==> src/hw/aec_regs.svh <==
// Constants for the attitude error counter block.
`ifndef AEC_REGS_SVH
`define AEC_REGS_SVH

// ****************************************************************
// Clock and carrier timing
// ****************************************************************
`define AEC_CLK_FREQ_HZ 40000000
`define AEC_CARRIER_FREQ_HZ 800
`define AEC_CARRIER_HALF_CYCLES (`AEC_CLK_FREQ_HZ / (2 * `AEC_CARRIER_FREQ_HZ))

// ****************************************************************
// Pulse scaling in tenths of an arc second
// ****************************************************************
`define AEC_SCALE_NORMAL_DASEC 1582
`define AEC_SCALE_ROLL_BOOST_DASEC 6328
// The roll boost weight is four normal counts, a left shift of two.
`define AEC_ROLL_SHIFT 2

// ****************************************************************
// Axis layout and defaults
// ****************************************************************
`define AEC_AXIS_ROLL 0
`define AEC_ERR_WIDTH 9
`define AEC_READ_WIDTH 16
`define AEC_NUM_OTHER 4

`endif

==> src/hw/aec_pkg.sv <==
// Types shared by the attitude error counter block.
`default_nettype none

package aec_pkg;

    localparam int NUM_AXES = 3;

    // Mode codes follow a Gray path: inertial, display, attitude control, slew.
    typedef enum logic [1:0] {
        AEC_MODE_INERTIAL = 2'h0,
        AEC_MODE_DISPLAY = 2'h1,
        AEC_MODE_ATT_CTL = 2'h3,
        AEC_MODE_SLEW = 2'h2
    } aec_mode_t;

    // One up and one down pulse line per axis.
    typedef struct packed {
        logic [NUM_AXES-1:0] up;
        logic [NUM_AXES-1:0] down;
    } aec_pulse_t;

endpackage

`default_nettype wire

==> src/hw/aec_sync.sv <==
// Two-stage synchroniser with a rising edge detector behind it.
`default_nettype none

module aec_sync #(
    parameter int WIDTH = 1
) (
    input wire logic ref_clk,
    input wire logic rst_sync_n,
    input wire logic [WIDTH-1:0] din,
    output logic [WIDTH-1:0] level,
    output logic [WIDTH-1:0] rise
);

    logic [WIDTH-1:0] meta_reg;
    logic [WIDTH-1:0] stable_reg;
    logic [WIDTH-1:0] prev_reg;

    // The first stage feeds only the second; edges are taken after it.
    always_ff @(posedge ref_clk or negedge rst_sync_n) begin
        if (!rst_sync_n) begin
            meta_reg <= '0;
            stable_reg <= '0;
            prev_reg <= '0;
        end else begin
            meta_reg <= din;
            stable_reg <= meta_reg;
            prev_reg <= stable_reg;
        end
    end

    assign level = stable_reg;
    assign rise = stable_reg & ~prev_reg;

endmodule

`default_nettype wire

==> src/hw/aec_top.sv <==
// Attitude error counters, read counters and carrier ladder output.
//
// Notes on behaviour
// [RULE_01] Counter enable alone, no other mode discrete, selects attitude error display mode.
// [RULE_02] Display mode enables error counters; read counters keep forwarding attitude increments.
// [RULE_03] Computer bursts error pulses at 3200 pps, 158.2 arc seconds each.
// [RULE_04] Roll axis during boost monitor and entry weighs 632.8 arc seconds per pulse.
// [RULE_05] Each error counter is continuously converted to an indicator drive signal.
// [RULE_06] Display mode blocks read counter feedback; only computer pulses move error counters.
// [RULE_07] Autopilot attitude control keeps error counters enabled for computer pulses.
// [RULE_08] Computer loads counters with the desired gimbal angle change per axis.
// [RULE_09] Conversion goes through a ladder referenced to an 800 cps carrier.
// [RULE_10] Gimbal increments from mixing logic enter read counters and go to the computer.
// [RULE_11] After a maneuver the computer pulses error counters back to zero.
// [RULE_12] With no moding command the error counters stay cleared and inhibited.
// [RULE_13] Error counters are signed up/down, one count per pulse.
`include "aec_regs.svh"
`default_nettype none

module aec_top #(
    parameter int ERR_W = `AEC_ERR_WIDTH,
    parameter int READ_W = `AEC_READ_WIDTH,
    parameter int NUM_OTHER = `AEC_NUM_OTHER,
    parameter int CARRIER_HALF = `AEC_CARRIER_HALF_CYCLES,
    localparam int OUT_W = ERR_W + `AEC_ROLL_SHIFT
) (
    input wire logic ref_clk,
    input wire logic rst_n,
    input wire logic cnt_enable_in,
    input wire logic [NUM_OTHER-1:0] other_mode_in,
    input wire logic att_ctl_in,
    input wire logic roll_boost_in,
    input wire aec_pkg::aec_pulse_t err_pulse_in,
    input wire aec_pkg::aec_pulse_t gimbal_pulse_in,
    output aec_pkg::aec_pulse_t angle_pulse_out,
    output logic [aec_pkg::NUM_AXES-1:0][READ_W-1:0] read_count_out,
    output logic [aec_pkg::NUM_AXES-1:0][ERR_W-1:0] err_count_out,
    output logic [aec_pkg::NUM_AXES-1:0][OUT_W-1:0] ladder_word,
    output logic carrier_phase,
    output aec_pkg::aec_mode_t mode_out
);

    localparam int NA = aec_pkg::NUM_AXES;
    localparam int DW = NUM_OTHER + 3;
    localparam logic signed [ERR_W-1:0] ERR_MAX = {1'h0, {(ERR_W-1){1'h1}}};
    localparam logic [15:0] HALF_LAST = 16'(CARRIER_HALF - 1);

    // ****************************************************************
    // Reset release and input synchronisers
    // ****************************************************************
    logic rst_meta_reg;
    logic rst_sync_n;

    always_ff @(posedge ref_clk or negedge rst_n) begin
        if (!rst_n) begin
            rst_meta_reg <= 1'h0;
            rst_sync_n <= 1'h0;
        end else begin
            rst_meta_reg <= 1'h1;
            rst_sync_n <= rst_meta_reg;
        end
    end

    logic [DW-1:0] disc_level;
    aec_pkg::aec_pulse_t err_rise;
    aec_pkg::aec_pulse_t gim_rise;

    aec_sync #(.WIDTH(DW)) u_disc_sync (
        .ref_clk(ref_clk),
        .rst_sync_n(rst_sync_n),
        .din({roll_boost_in, att_ctl_in, cnt_enable_in, other_mode_in}),
        .level(disc_level),
        .rise()
    );

    // Pulses are counted on their rising edge, so a wide pulse counts once.
    aec_sync #(.WIDTH(2 * NA)) u_err_sync (
        .ref_clk(ref_clk),
        .rst_sync_n(rst_sync_n),
        .din(err_pulse_in),
        .level(),
        .rise(err_rise)
    );

    aec_sync #(.WIDTH(2 * NA)) u_gim_sync (
        .ref_clk(ref_clk),
        .rst_sync_n(rst_sync_n),
        .din(gimbal_pulse_in),
        .level(),
        .rise(gim_rise)
    );

    logic other_any;
    logic cnt_en_s;
    logic att_ctl_s;
    logic roll_boost_s;

    assign other_any = |disc_level[NUM_OTHER-1:0];
    assign cnt_en_s = disc_level[NUM_OTHER];
    assign att_ctl_s = disc_level[NUM_OTHER+1];
    assign roll_boost_s = disc_level[NUM_OTHER+2];

    // ****************************************************************
    // Mode decode
    // ****************************************************************
    aec_pkg::aec_mode_t mode_reg;
    aec_pkg::aec_mode_t mode_next;

    always_comb begin
        mode_next = aec_pkg::AEC_MODE_INERTIAL; // RULE_12
        if (cnt_en_s && other_any) begin
            mode_next = aec_pkg::AEC_MODE_SLEW;
        end else if (cnt_en_s) begin
            mode_next = aec_pkg::AEC_MODE_DISPLAY; // RULE_01
        end else if (att_ctl_s) begin
            mode_next = aec_pkg::AEC_MODE_ATT_CTL; // RULE_07
        end
    end

    always_ff @(posedge ref_clk or negedge rst_sync_n) begin
        if (!rst_sync_n) begin
            mode_reg <= aec_pkg::AEC_MODE_INERTIAL;
        end else begin
            mode_reg <= mode_next;
        end
    end

    assign mode_out = mode_reg;

    // ****************************************************************
    // Error counters and read counters
    // ****************************************************************
    logic signed [NA-1:0][ERR_W-1:0] err_reg;
    logic signed [NA-1:0][ERR_W-1:0] err_next;
    logic [NA-1:0][READ_W-1:0] rd_reg;
    logic [NA-1:0][READ_W-1:0] rd_next;
    aec_pkg::aec_pulse_t fwd_reg;
    logic fb_on;
    logic cnt_on;

    // Feedback only runs while slewing; saturation keeps negation safe.
    assign fb_on = (mode_next == aec_pkg::AEC_MODE_SLEW);
    assign cnt_on = (mode_next != aec_pkg::AEC_MODE_INERTIAL); // RULE_02 RULE_07

    always_comb begin
        logic signed [2:0] step;
        logic signed [ERR_W+1:0] sum;
        step = '0;
        sum = '0;
        for (int a = 0; a < NA; a++) begin
            step = 3'($signed({2'h0, err_rise.up[a]})) - 3'($signed({2'h0, err_rise.down[a]}));
            if (fb_on) begin // RULE_06
                step = step - 3'($signed({2'h0, gim_rise.up[a]}))
                    + 3'($signed({2'h0, gim_rise.down[a]}));
            end
            sum = (ERR_W+2)'($signed(err_reg[a])) + (ERR_W+2)'(step); // RULE_13
            if (!cnt_on) begin
                err_next[a] = '0; // RULE_12
            end else if (sum > (ERR_W+2)'(ERR_MAX)) begin
                err_next[a] = ERR_MAX;
            end else if (sum < -(ERR_W+2)'(ERR_MAX)) begin
                err_next[a] = -ERR_MAX;
            end else begin
                err_next[a] = ERR_W'(sum);
            end
            rd_next[a] = rd_reg[a] + READ_W'(gim_rise.up[a]) - READ_W'(gim_rise.down[a]); // RULE_10
        end
    end

    always_ff @(posedge ref_clk or negedge rst_sync_n) begin
        if (!rst_sync_n) begin
            err_reg <= '0;
            rd_reg <= '0;
            fwd_reg <= '0;
        end else begin
            err_reg <= err_next;
            rd_reg <= rd_next;
            fwd_reg <= gim_rise; // RULE_10 RULE_02
        end
    end

    assign err_count_out = err_reg;
    assign read_count_out = rd_reg;
    assign angle_pulse_out = fwd_reg;

    // ****************************************************************
    // Carrier divider and ladder output
    // ****************************************************************
    logic [15:0] car_cnt_reg;
    logic [15:0] car_cnt_next;
    logic phase_reg;
    logic phase_next;
    logic [NA-1:0][OUT_W-1:0] ladder_reg;
    logic [NA-1:0][OUT_W-1:0] ladder_next;

    always_comb begin
        logic signed [OUT_W-1:0] val;
        val = '0;
        car_cnt_next = car_cnt_reg + 16'h0001;
        phase_next = phase_reg;
        if (car_cnt_reg == HALF_LAST) begin // RULE_09
            car_cnt_next = 16'h0000;
            phase_next = ~phase_reg;
        end
        for (int a = 0; a < NA; a++) begin
            val = OUT_W'($signed(err_reg[a])); // RULE_05
            if (a == `AEC_AXIS_ROLL && roll_boost_s) begin
                val = val <<< `AEC_ROLL_SHIFT; // RULE_04
            end
            // The pi phase half of the carrier drives the inverted word.
            ladder_next[a] = phase_reg ? OUT_W'(-val) : OUT_W'(val); // RULE_09
        end
    end

    always_ff @(posedge ref_clk or negedge rst_sync_n) begin
        if (!rst_sync_n) begin
            car_cnt_reg <= 16'h0000;
            phase_reg <= 1'h0;
            ladder_reg <= '0;
        end else begin
            car_cnt_reg <= car_cnt_next;
            phase_reg <= phase_next;
            ladder_reg <= ladder_next;
        end
    end

    assign ladder_word = ladder_reg;
    assign carrier_phase = phase_reg;

    // ****************************************************************
    // Assertions
    // ****************************************************************
    logic signed [ERR_W-1:0] err0;
    logic signed [ERR_W-1:0] err1;
    logic signed [ERR_W-1:0] err2;
    assign err0 = err_reg[0];
    assign err1 = err_reg[1];
    assign err2 = err_reg[2];
endmodule

`default_nettype wire

==> config.mk <==
export PLATFORM = sky130hd
export DESIGN_NAME = aec_top
export DESIGN_NICKNAME = d
export VERILOG_FILES = /design/src/hw/aec_pkg.sv /design/src/hw/aec_sync.sv /design/src/hw/aec_top.sv
export VERILOG_INCLUDE_DIRS = /design/src /design/src/hw
export SDC_FILE = /design/constraint.sdc
export NUM_CORES = 1
export LEC_CHECK = 0
export BUFFER_PORTS_ARGS = -buffer_cell sky130_fd_sc_hd__buf_4
export CORE_MARGIN = 2
export CORE_UTILIZATION = 49
export DETAILED_ROUTE_END_ITERATION = 8
export PLACE_DENSITY = 0.84
export REMOVE_ABC_BUFFERS = 1
export SLEW_MARGIN = 20
export SYNTH_ARGS = -nofsm -noshare
export SYNTH_HDL_FRONTEND = slang
export SYNTH_HIERARCHICAL = 1
export SYNTH_SLANG_ARGS = --single-unit
==> constraint.sdc <==
create_clock -name ref_clk -period 5.7 [get_ports ref_clk]
set_input_delay 0.855 -clock ref_clk [delete_from_list [all_inputs] [get_ports ref_clk]]
set_output_delay 0.855 -clock ref_clk [all_outputs]
set_load 0.005 [all_outputs]
-- Yosys cells after proc, flatten, opt, wreduce, memory -nomap -nowiden
Index checks and enable logic that the tools add are counted.
- bitwise logic cells: 5
- add/sub/neg operators: 22
- magnitude comparators: 6
- equality and inequality tests: 2
- multiplexer cells: 20
- reduce and logical (&&, ||, !) cells: 3
- operators by type and width (kind ; count):
    9-bit 2-to-1 mux ; 9
    16-bit by 1-bit adder with 16-bit output ; 3
    16-bit by 1-bit subtractor with 16-bit output ; 3
    11-bit 2-to-1 mux ; 3
    9-bit by 3-bit adder with 10-bit output ; 3
    10-bit by 9-bit > comparator with 1-bit output (second input constant) ; 3
    10-bit by 9-bit less-than comparator with 1-bit output (second input constant) ; 3
    9-bit negator with 11-bit output ; 2
    16-bit by 1-bit adder with 16-bit output (second input constant) ; 1
    16-bit by 15-bit equality test with 1-bit output (second input constant) ; 1
    16-bit 2-to-1 mux ; 1
    6-bit AND ; 2
    6-bit NOT ; 2
    11-bit negator ; 1
    10-bit 2-to-1 mux ; 1
    3-bit by 2-bit adder with 3-bit output ; 3
    3-bit 2-to-1 mux ; 3
    2-bit by 2-bit subtractor with 3-bit output ; 3
    2-bit 2-to-1 mux ; 3
    1-bit by 1-bit subtractor with 2-bit output ; 3
    4-bit OR reduction ; 1
    2-bit equality test (second input constant) ; 1
    2-bit nonzero test ; 1
    1-bit logical AND ; 1
    1-bit NOT ; 1
- input bits: 21
- bits in registers: 185
- output and inout bits: 117
- word-level logic and storage cells: 82

-- Logic depth before layout (Yosys ltp)
Gate-level depths: netlist of run 1.
- depth in word-level cells: 11
- gate-level depth with buffers: 17
- gate-level depth less buffers: 17

-- Cells and area by module
Netlist of run 1, hierarchy kept.
- modules (own cells, without submodules) (module ; area each (sq um) ; cells an instance ; sequential area each (sq um) ; instances):
    aec_top ; 8592.0 ; 896 ; 3378.2 ; 1
    aec_sync at u_err_sync ... ; 533.0 ; 24 ; 450.4 ; 2
    aec_sync at u_disc_sync ; 621.8 ; 28 ; 525.5 ; 1

-- Worst setup path after synthesis of run 1
OpenSTA, ideal clock, no wires.
- kind: register to register
- from: reg u_err_sync.prev_reg[4]
- to: reg err_reg (netlist bit err1[0])
- library setup time: 0.096 ns
- stages on the path, launching flop included: 18
- required time: 5.604 ns
- data arrival time: 4.025 ns
- path slack: 1.579 ns
- buffers on the path: 0
- period minus slack after synthesis: 4.121 ns
- path through: dfrtp_1 nor2b_4 inv_1 fa_1 inv_1 ha_1 inv_1 ha_1 inv_1 o21ai_0 ha_1 nor2b_1 o21a_1 o31a_1 or3_1 a2111o_1 nor4b_4 a311oi_2
- RTL lines (what ; RTL line ; source):
    from (decl) ; aec_sync.sv:16 ; logic [WIDTH-1:0] prev_reg;
    from (signal assigned) ; aec_sync.sv:27 ; prev_reg <= stable_reg;
    to (signal assigned) ; aec_top.sv:176 ; err_reg <= err_next;
    to (decl) ; aec_top.sv:133 ; logic signed [NA-1:0][ERR_W-1:0] err_reg;

==> flow_metrics.tcl, run 1 <==
set metrics [dict create \
    first_pass_iters 5 \
    cp-start-kind "register" \
    cts_root_buffer "clkbuf_16" \
    fin_skew_ns 0.0185 \
    clkLatencyLatePin_ns 0.43 \
    grt.total_usage 0.197 \
    yosys_warnings 6 \
    grt_max_degree 184 \
    r2r_cells 17 \
    finalNonFillerCells 1388 \
    final.period_utilization 0.802 \
    htreeDepth 4 \
    drive_gt1_frac 0.178 \
    leakagePower_nw 5.77 \
    crit_type "register to register" \
    fin_nets 1229 \
    r2r_end "err0[1]" \
    clkTransAtPathRegs_ns 0.07 \
    synth_cells 958 \
    hold_viol 0 \
    path_max_fanout 10 \
    area_delta_synth_final_pct 19.8 \
    die-height_um 147 \
    diodes 0 \
    grt_pass1_vias 7283 \
    pin_count 138 \
    period_needed_ns 4.57 \
    die_width_um 147 \
    p_per_area_mw_per_mm2 617 \
    cp_data_arrival_time_ns 4.92 \
    grt_pass1_wl_um 34600 \
    dp.cells 1355 \
    dieArea_mm2 0.0216 \
    remaining_drc_errors 0 \
    reg2reg_slack_ns 1.13 \
    max_cap_viol_count 0 \
    hpwl_um 15000 \
    largest_reg_flops 48 \
    via_count 7430 \
    cp-end-kind "register" \
    final_util 0.594 \
    cts_tree "built" \
    start_util 0.496 \
    core_area_mm2 0.0202 \
    rows 52 \
    required_ns 6.05 \
    viasPerCell 5.35 \
    worst_pin_slew_ns 1.01 \
    finalWirelength_um 20700 \
    wl_per_cell_um 14.9 \
    synth_area_per_cell_um2 10.4 \
    ir_drop_uv 308 \
    hold_buffers 0 \
    dp_slack_ns 1.23 \
    cts-buffers-inserted 17 \
    finalSetupTns_ns 0 \
    numClockSinks 185 \
    post_cts_buffers 0 \
    port_buffers 137 \
    ant_nets 0 \
    cts-resized-gates 0 \
    slew_violations 0 \
    hold_class "input pin to async pin" \
    setup_viol_count_final 0 \
    fin_ws_ns 1.13 \
    grt.overflow.total 0 \
    clock_path_buffers 2 \
    drtIter0Drc 337 \
    gp_congestion 0.862 \
    outcome "finished, final reports clean" \
    grt_antenna_before_repair 0 \
    rsz0062_at_grt "false" \
    max-slew-margin-rel 0.319 \
    fmax_ghz 0.219 \
    syn_area_mm2 0.0100 \
    reg2reg_from "u_err_sync/prev_reg[3]" \
]
[worst max-delay path, stage by stage, from the launching register on]
cell and delay, ns:
dfrtp_1 0.40, nor2b_4 0.12, inv_1 0.07, fa_1 0.50, inv_1 0.04, ha_1 0.16, inv_1 0.05, ha_1 0.13
inv_1 0.04, o21ai_0 0.76, ha_1 0.43, nor2b_1 0.18, o21a_1 0.19, o31a_1 0.27, o31a_1 0.27, o22ai_2 0.38
nand2_1 0.25, o211ai_1 0.25
[worst max path at each step]
stage,slack (ns),endpoint,from,depth (start not counted)
after floorplan,0.16,angle_pulse_out[0],rst_sync_n,0
after global placement,1.36,err1[1],u_err_sync/prev_reg[4],17
after detailed placement,1.23,err1[2],u_err_sync/prev_reg[4],17
after CTS,1.17,err0[1],u_err_sync/prev_reg[3],17
after global routing,0.74,err0[1],u_err_sync/prev_reg[3],17
final,1.13,err0[1],u_err_sync/prev_reg[3],17
[cells in the final DEF, fill, tap and decap left out, types with 5 or more instances in the layout]
cell,n
or2_2,5
inv_1,97
clkinvlp_4,5
a211oi_1,8
a31oi_1,5
nor2_1,63
nand2b_1,15
o31a_1,6
o31ai_1,6
clkbuf_16,17
ha_1,94
dfrtp_1,184
o211ai_1,12
o21a_1,18
nor2b_1,12
or3_1,8
nor3_1,20
xor2_1,27
nand4_1,5
buf_4,138
nor2b_4,12
nand3_1,15
xnor2_1,55
fa_1,9
mux2i_1,7
o22ai_1,6
nor4_1,6
a21oi_1,55
o21ai_0,53
a21o_1,14
and3_1,7
nand2_1,59
a221oi_1,5
[per-stage QoR]
stage / area, µm² / power, W / hold slack, ns
final: 12000 / 0.00740 / 0.189
after global routing: 12000 / 0.00802 / 0.166
after CTS: 12000 / 0.00743 / 0.168
after detailed placement: 11400 / 0.00617 / 0.336
after global placement: 11400 / 0.00601 / 0.333
after floorplan: 9960 / 0.00492 / 0.331
[routing by layer]
layer	routed length, µm	GRT usage	vias to the layer above
met5	0	0	-
met4	330	0.0615	0
met3	794	0.0348	16
met2	10100	0.323	154
met1	9510	0.267	3616
li1	-	-	3644
[layout make-up]
type,count,area (µm²)
inverters,98,368
clock inverters,14,173
well taps,270,338
repair buffers,140,1080
fillers,1737,8180
clock buffers,18,429
multi-input cells,663,4970
flip-flops and latches,185,4630
[power breakdown]
group	internal [W]	switching (W)
Combinational	0.00195	0.00207
Sequential	0.00177	0.000395
Clock	0.000693	0.000519
(Power assumes the default switching activity.)
==> inputs of run 2 (changes only) <==
clock period = 3.9 ns   (was 5.7 ns; I/O delays follow)
==> flow_metrics.tcl, run 2 (synthesized netlist as in run 1, its figures left out) <==
set metrics [dict create \
    fin_ws_ns 0.0788 \
    hold_class "input pin to register" \
    cp-start-kind "register" \
    cp-end-kind "register" \
    total_power_w 0.0111 \
    numClockSinks 185 \
    clkLatencyLatePin_ns 0.43 \
    hold_viol 0 \
    final.period_utilization 0.980 \
    required_ns 4.22 \
    max-slew-margin-rel 0.415 \
    htreeDepth 4 \
    dp_slack_ns -0.0682 \
    drtIter0Drc 367 \
    port_buffers 137 \
    period_needed_ns 3.82 \
    wl_per_cell_um 15.2 \
    wl_met3_um 958 \
    worst_pin_slew_ns 0.877 \
    via_count 7674 \
    cts-buffers-inserted 17 \
    crit_type "register to register" \
    cp_data_arrival_time_ns 4.15 \
    rsz0062_at_grt "true" \
    core_area_mm2 0.0202 \
    gp_congestion 0.877 \
    pin_count 138 \
    grt.overflow.total 0 \
    wl_met1_um 9400 \
    ir_drop_uv 499 \
    clkTransAtPathRegs_ns 0.07 \
    final_cell_mix "dfrtp_1, buf_4, inv_1" \
    diodes 0 \
    area_delta_synth_final_pct 23.9 \
    p_per_area_mw_per_mm2 899 \
    finalWirelength_um 21600 \
    leakagePower_nw 5.96 \
    setup_viol_count_final 0 \
    finalSetupTns_ns 0 \
    fillerInstances 1647 \
    dr.max_layer_used "met4" \
    place_area_mm2 0.0114 \
    dp.cells 1363 \
    fmax_ghz 0.262 \
    outcome "finished, final reports clean" \
    design_area_mm2 0.0124 \
    grt.total_usage 0.200 \
    rows 52 \
    cts_tree "built" \
    first_pass_iters 5 \
    ant_nets 0 \
    dieArea_mm2 0.0216 \
    finalNonFillerCells 1419 \
    wl_met2_um 10900 \
    max_cap_viol_count 0 \
    largest_reg_flops 48 \
    die_width_um 147 \
    grt_pass1_vias 7534 \
    fin_skew_ns 0.00970 \
    slew_violations 0 \
    grt_pass1_wl_um 35400 \
    hpwl_um 15300 \
    drive_gt1_frac 0.225 \
    clock_path_buffers 2 \
    grt_antenna_before_repair 0 \
    viasPerCell 5.41 \
    cts_root_buffer "clkbuf_16" \
    path_max_fanout 6 \
    remaining_drc_errors 0 \
    start_util 0.496 \
    die-height_um 147 \
    grt_max_degree 68 \
    fin_nets 1260 \
    layout_commonest_cell "dfrtp_1" \
]
[run 2: cell types whose count changed in the layout (fill, tap and decap cells not counted), sizes merged]
cell,before,now
buf,140,168
inv,100,104
bufinv,3,0
clkinvlp,5,3
a21oi,57,58
clkbuf,18,19
dlygate4sd3,0,1
o22ai,7,8
[run 2: per-stage QoR]
step,util,hold WS (ns)
2_1_floorplan,-,0.289
3_3_place_gp,0.567,0.332
3_5_place_dp,0.567,0.336
4_1_cts,0.597,0.235
5_1_grt,0.615,0.231
6_report,0.615,0.257
[run 2: metal layers]
layer | global-route usage | vias to the layer above
met2 | 0.332 | 203
met5 | 0 | -
met3 | 0.0366 | 34
li1 | - | 3716
met4 | 0.0659 | 0
met1 | 0.268 | 3721
[run 2: path summary, 6_finish.rpt]
check	startpoint	endpoint	slack, ns	cells after the start
worst max-delay path	u_err_sync/prev_reg[4]	err1[1]	0.08	18
worst min-delay path	err_pulse_in[4]	u_err_sync/meta_reg[4]	0.26	1
worst max register to register	u_err_sync/prev_reg[4]	err1[1]	0.08	18
worst min register to register	u_disc_sync/meta_reg[4]	u_disc_sync/level[4]	0.35	0
max in group asynchronous	rst_sync_n	err2[5]	2.61	1
min in group asynchronous	rst_sync_n	ladder_word[9]	0.44	0
[run 2: where the power goes]
part	leakage, nW	internal [W]	switching, W
registers	2.23	0.00258	0.000602
logic	3.45	0.00310	0.00317
clock network	0.277	0.000881	0.000814
[run 2: timing repair]
action	4_1_cts	5_1_grt
hold buffers	1	0
setup buffers	0	21
gates cloned	0	2
gates resized for setup	6	41
endpoints found under the hold margin	2	0
pin swaps	0	21
endpoints found under the setup margin	14	24
[run 2: cell type report]
type                       instances  area, µm²  area share
multi-input combinational        665       5170       0.417
sequential                       185       4630       0.374
timing repair buffer             169       1300       0.105
clock buffer                      19        453      0.0365
inverter                          98        368      0.0297
tap                              270        338      0.0273
clock inverter                    13        130      0.0105
[run 2: worst max-delay path, stage by stage, from the launching register on]
cell and delay [ns]:
dfrtp_1 0.40, nor2b_4 0.13, inv_2 0.05, fa_1 0.49, inv_1 0.05, ha_2 0.16, inv_2 0.06, ha_4 0.11
inv_1 0.04, o21ai_2 0.14, ha_1 0.29, nor2b_4 0.14, o21a_1 0.20, o31a_1 0.30, buf_4 0.14, o41ai_4 0.30
xnor2_2 0.21, nand2_1 0.21, a211oi_1 0.30
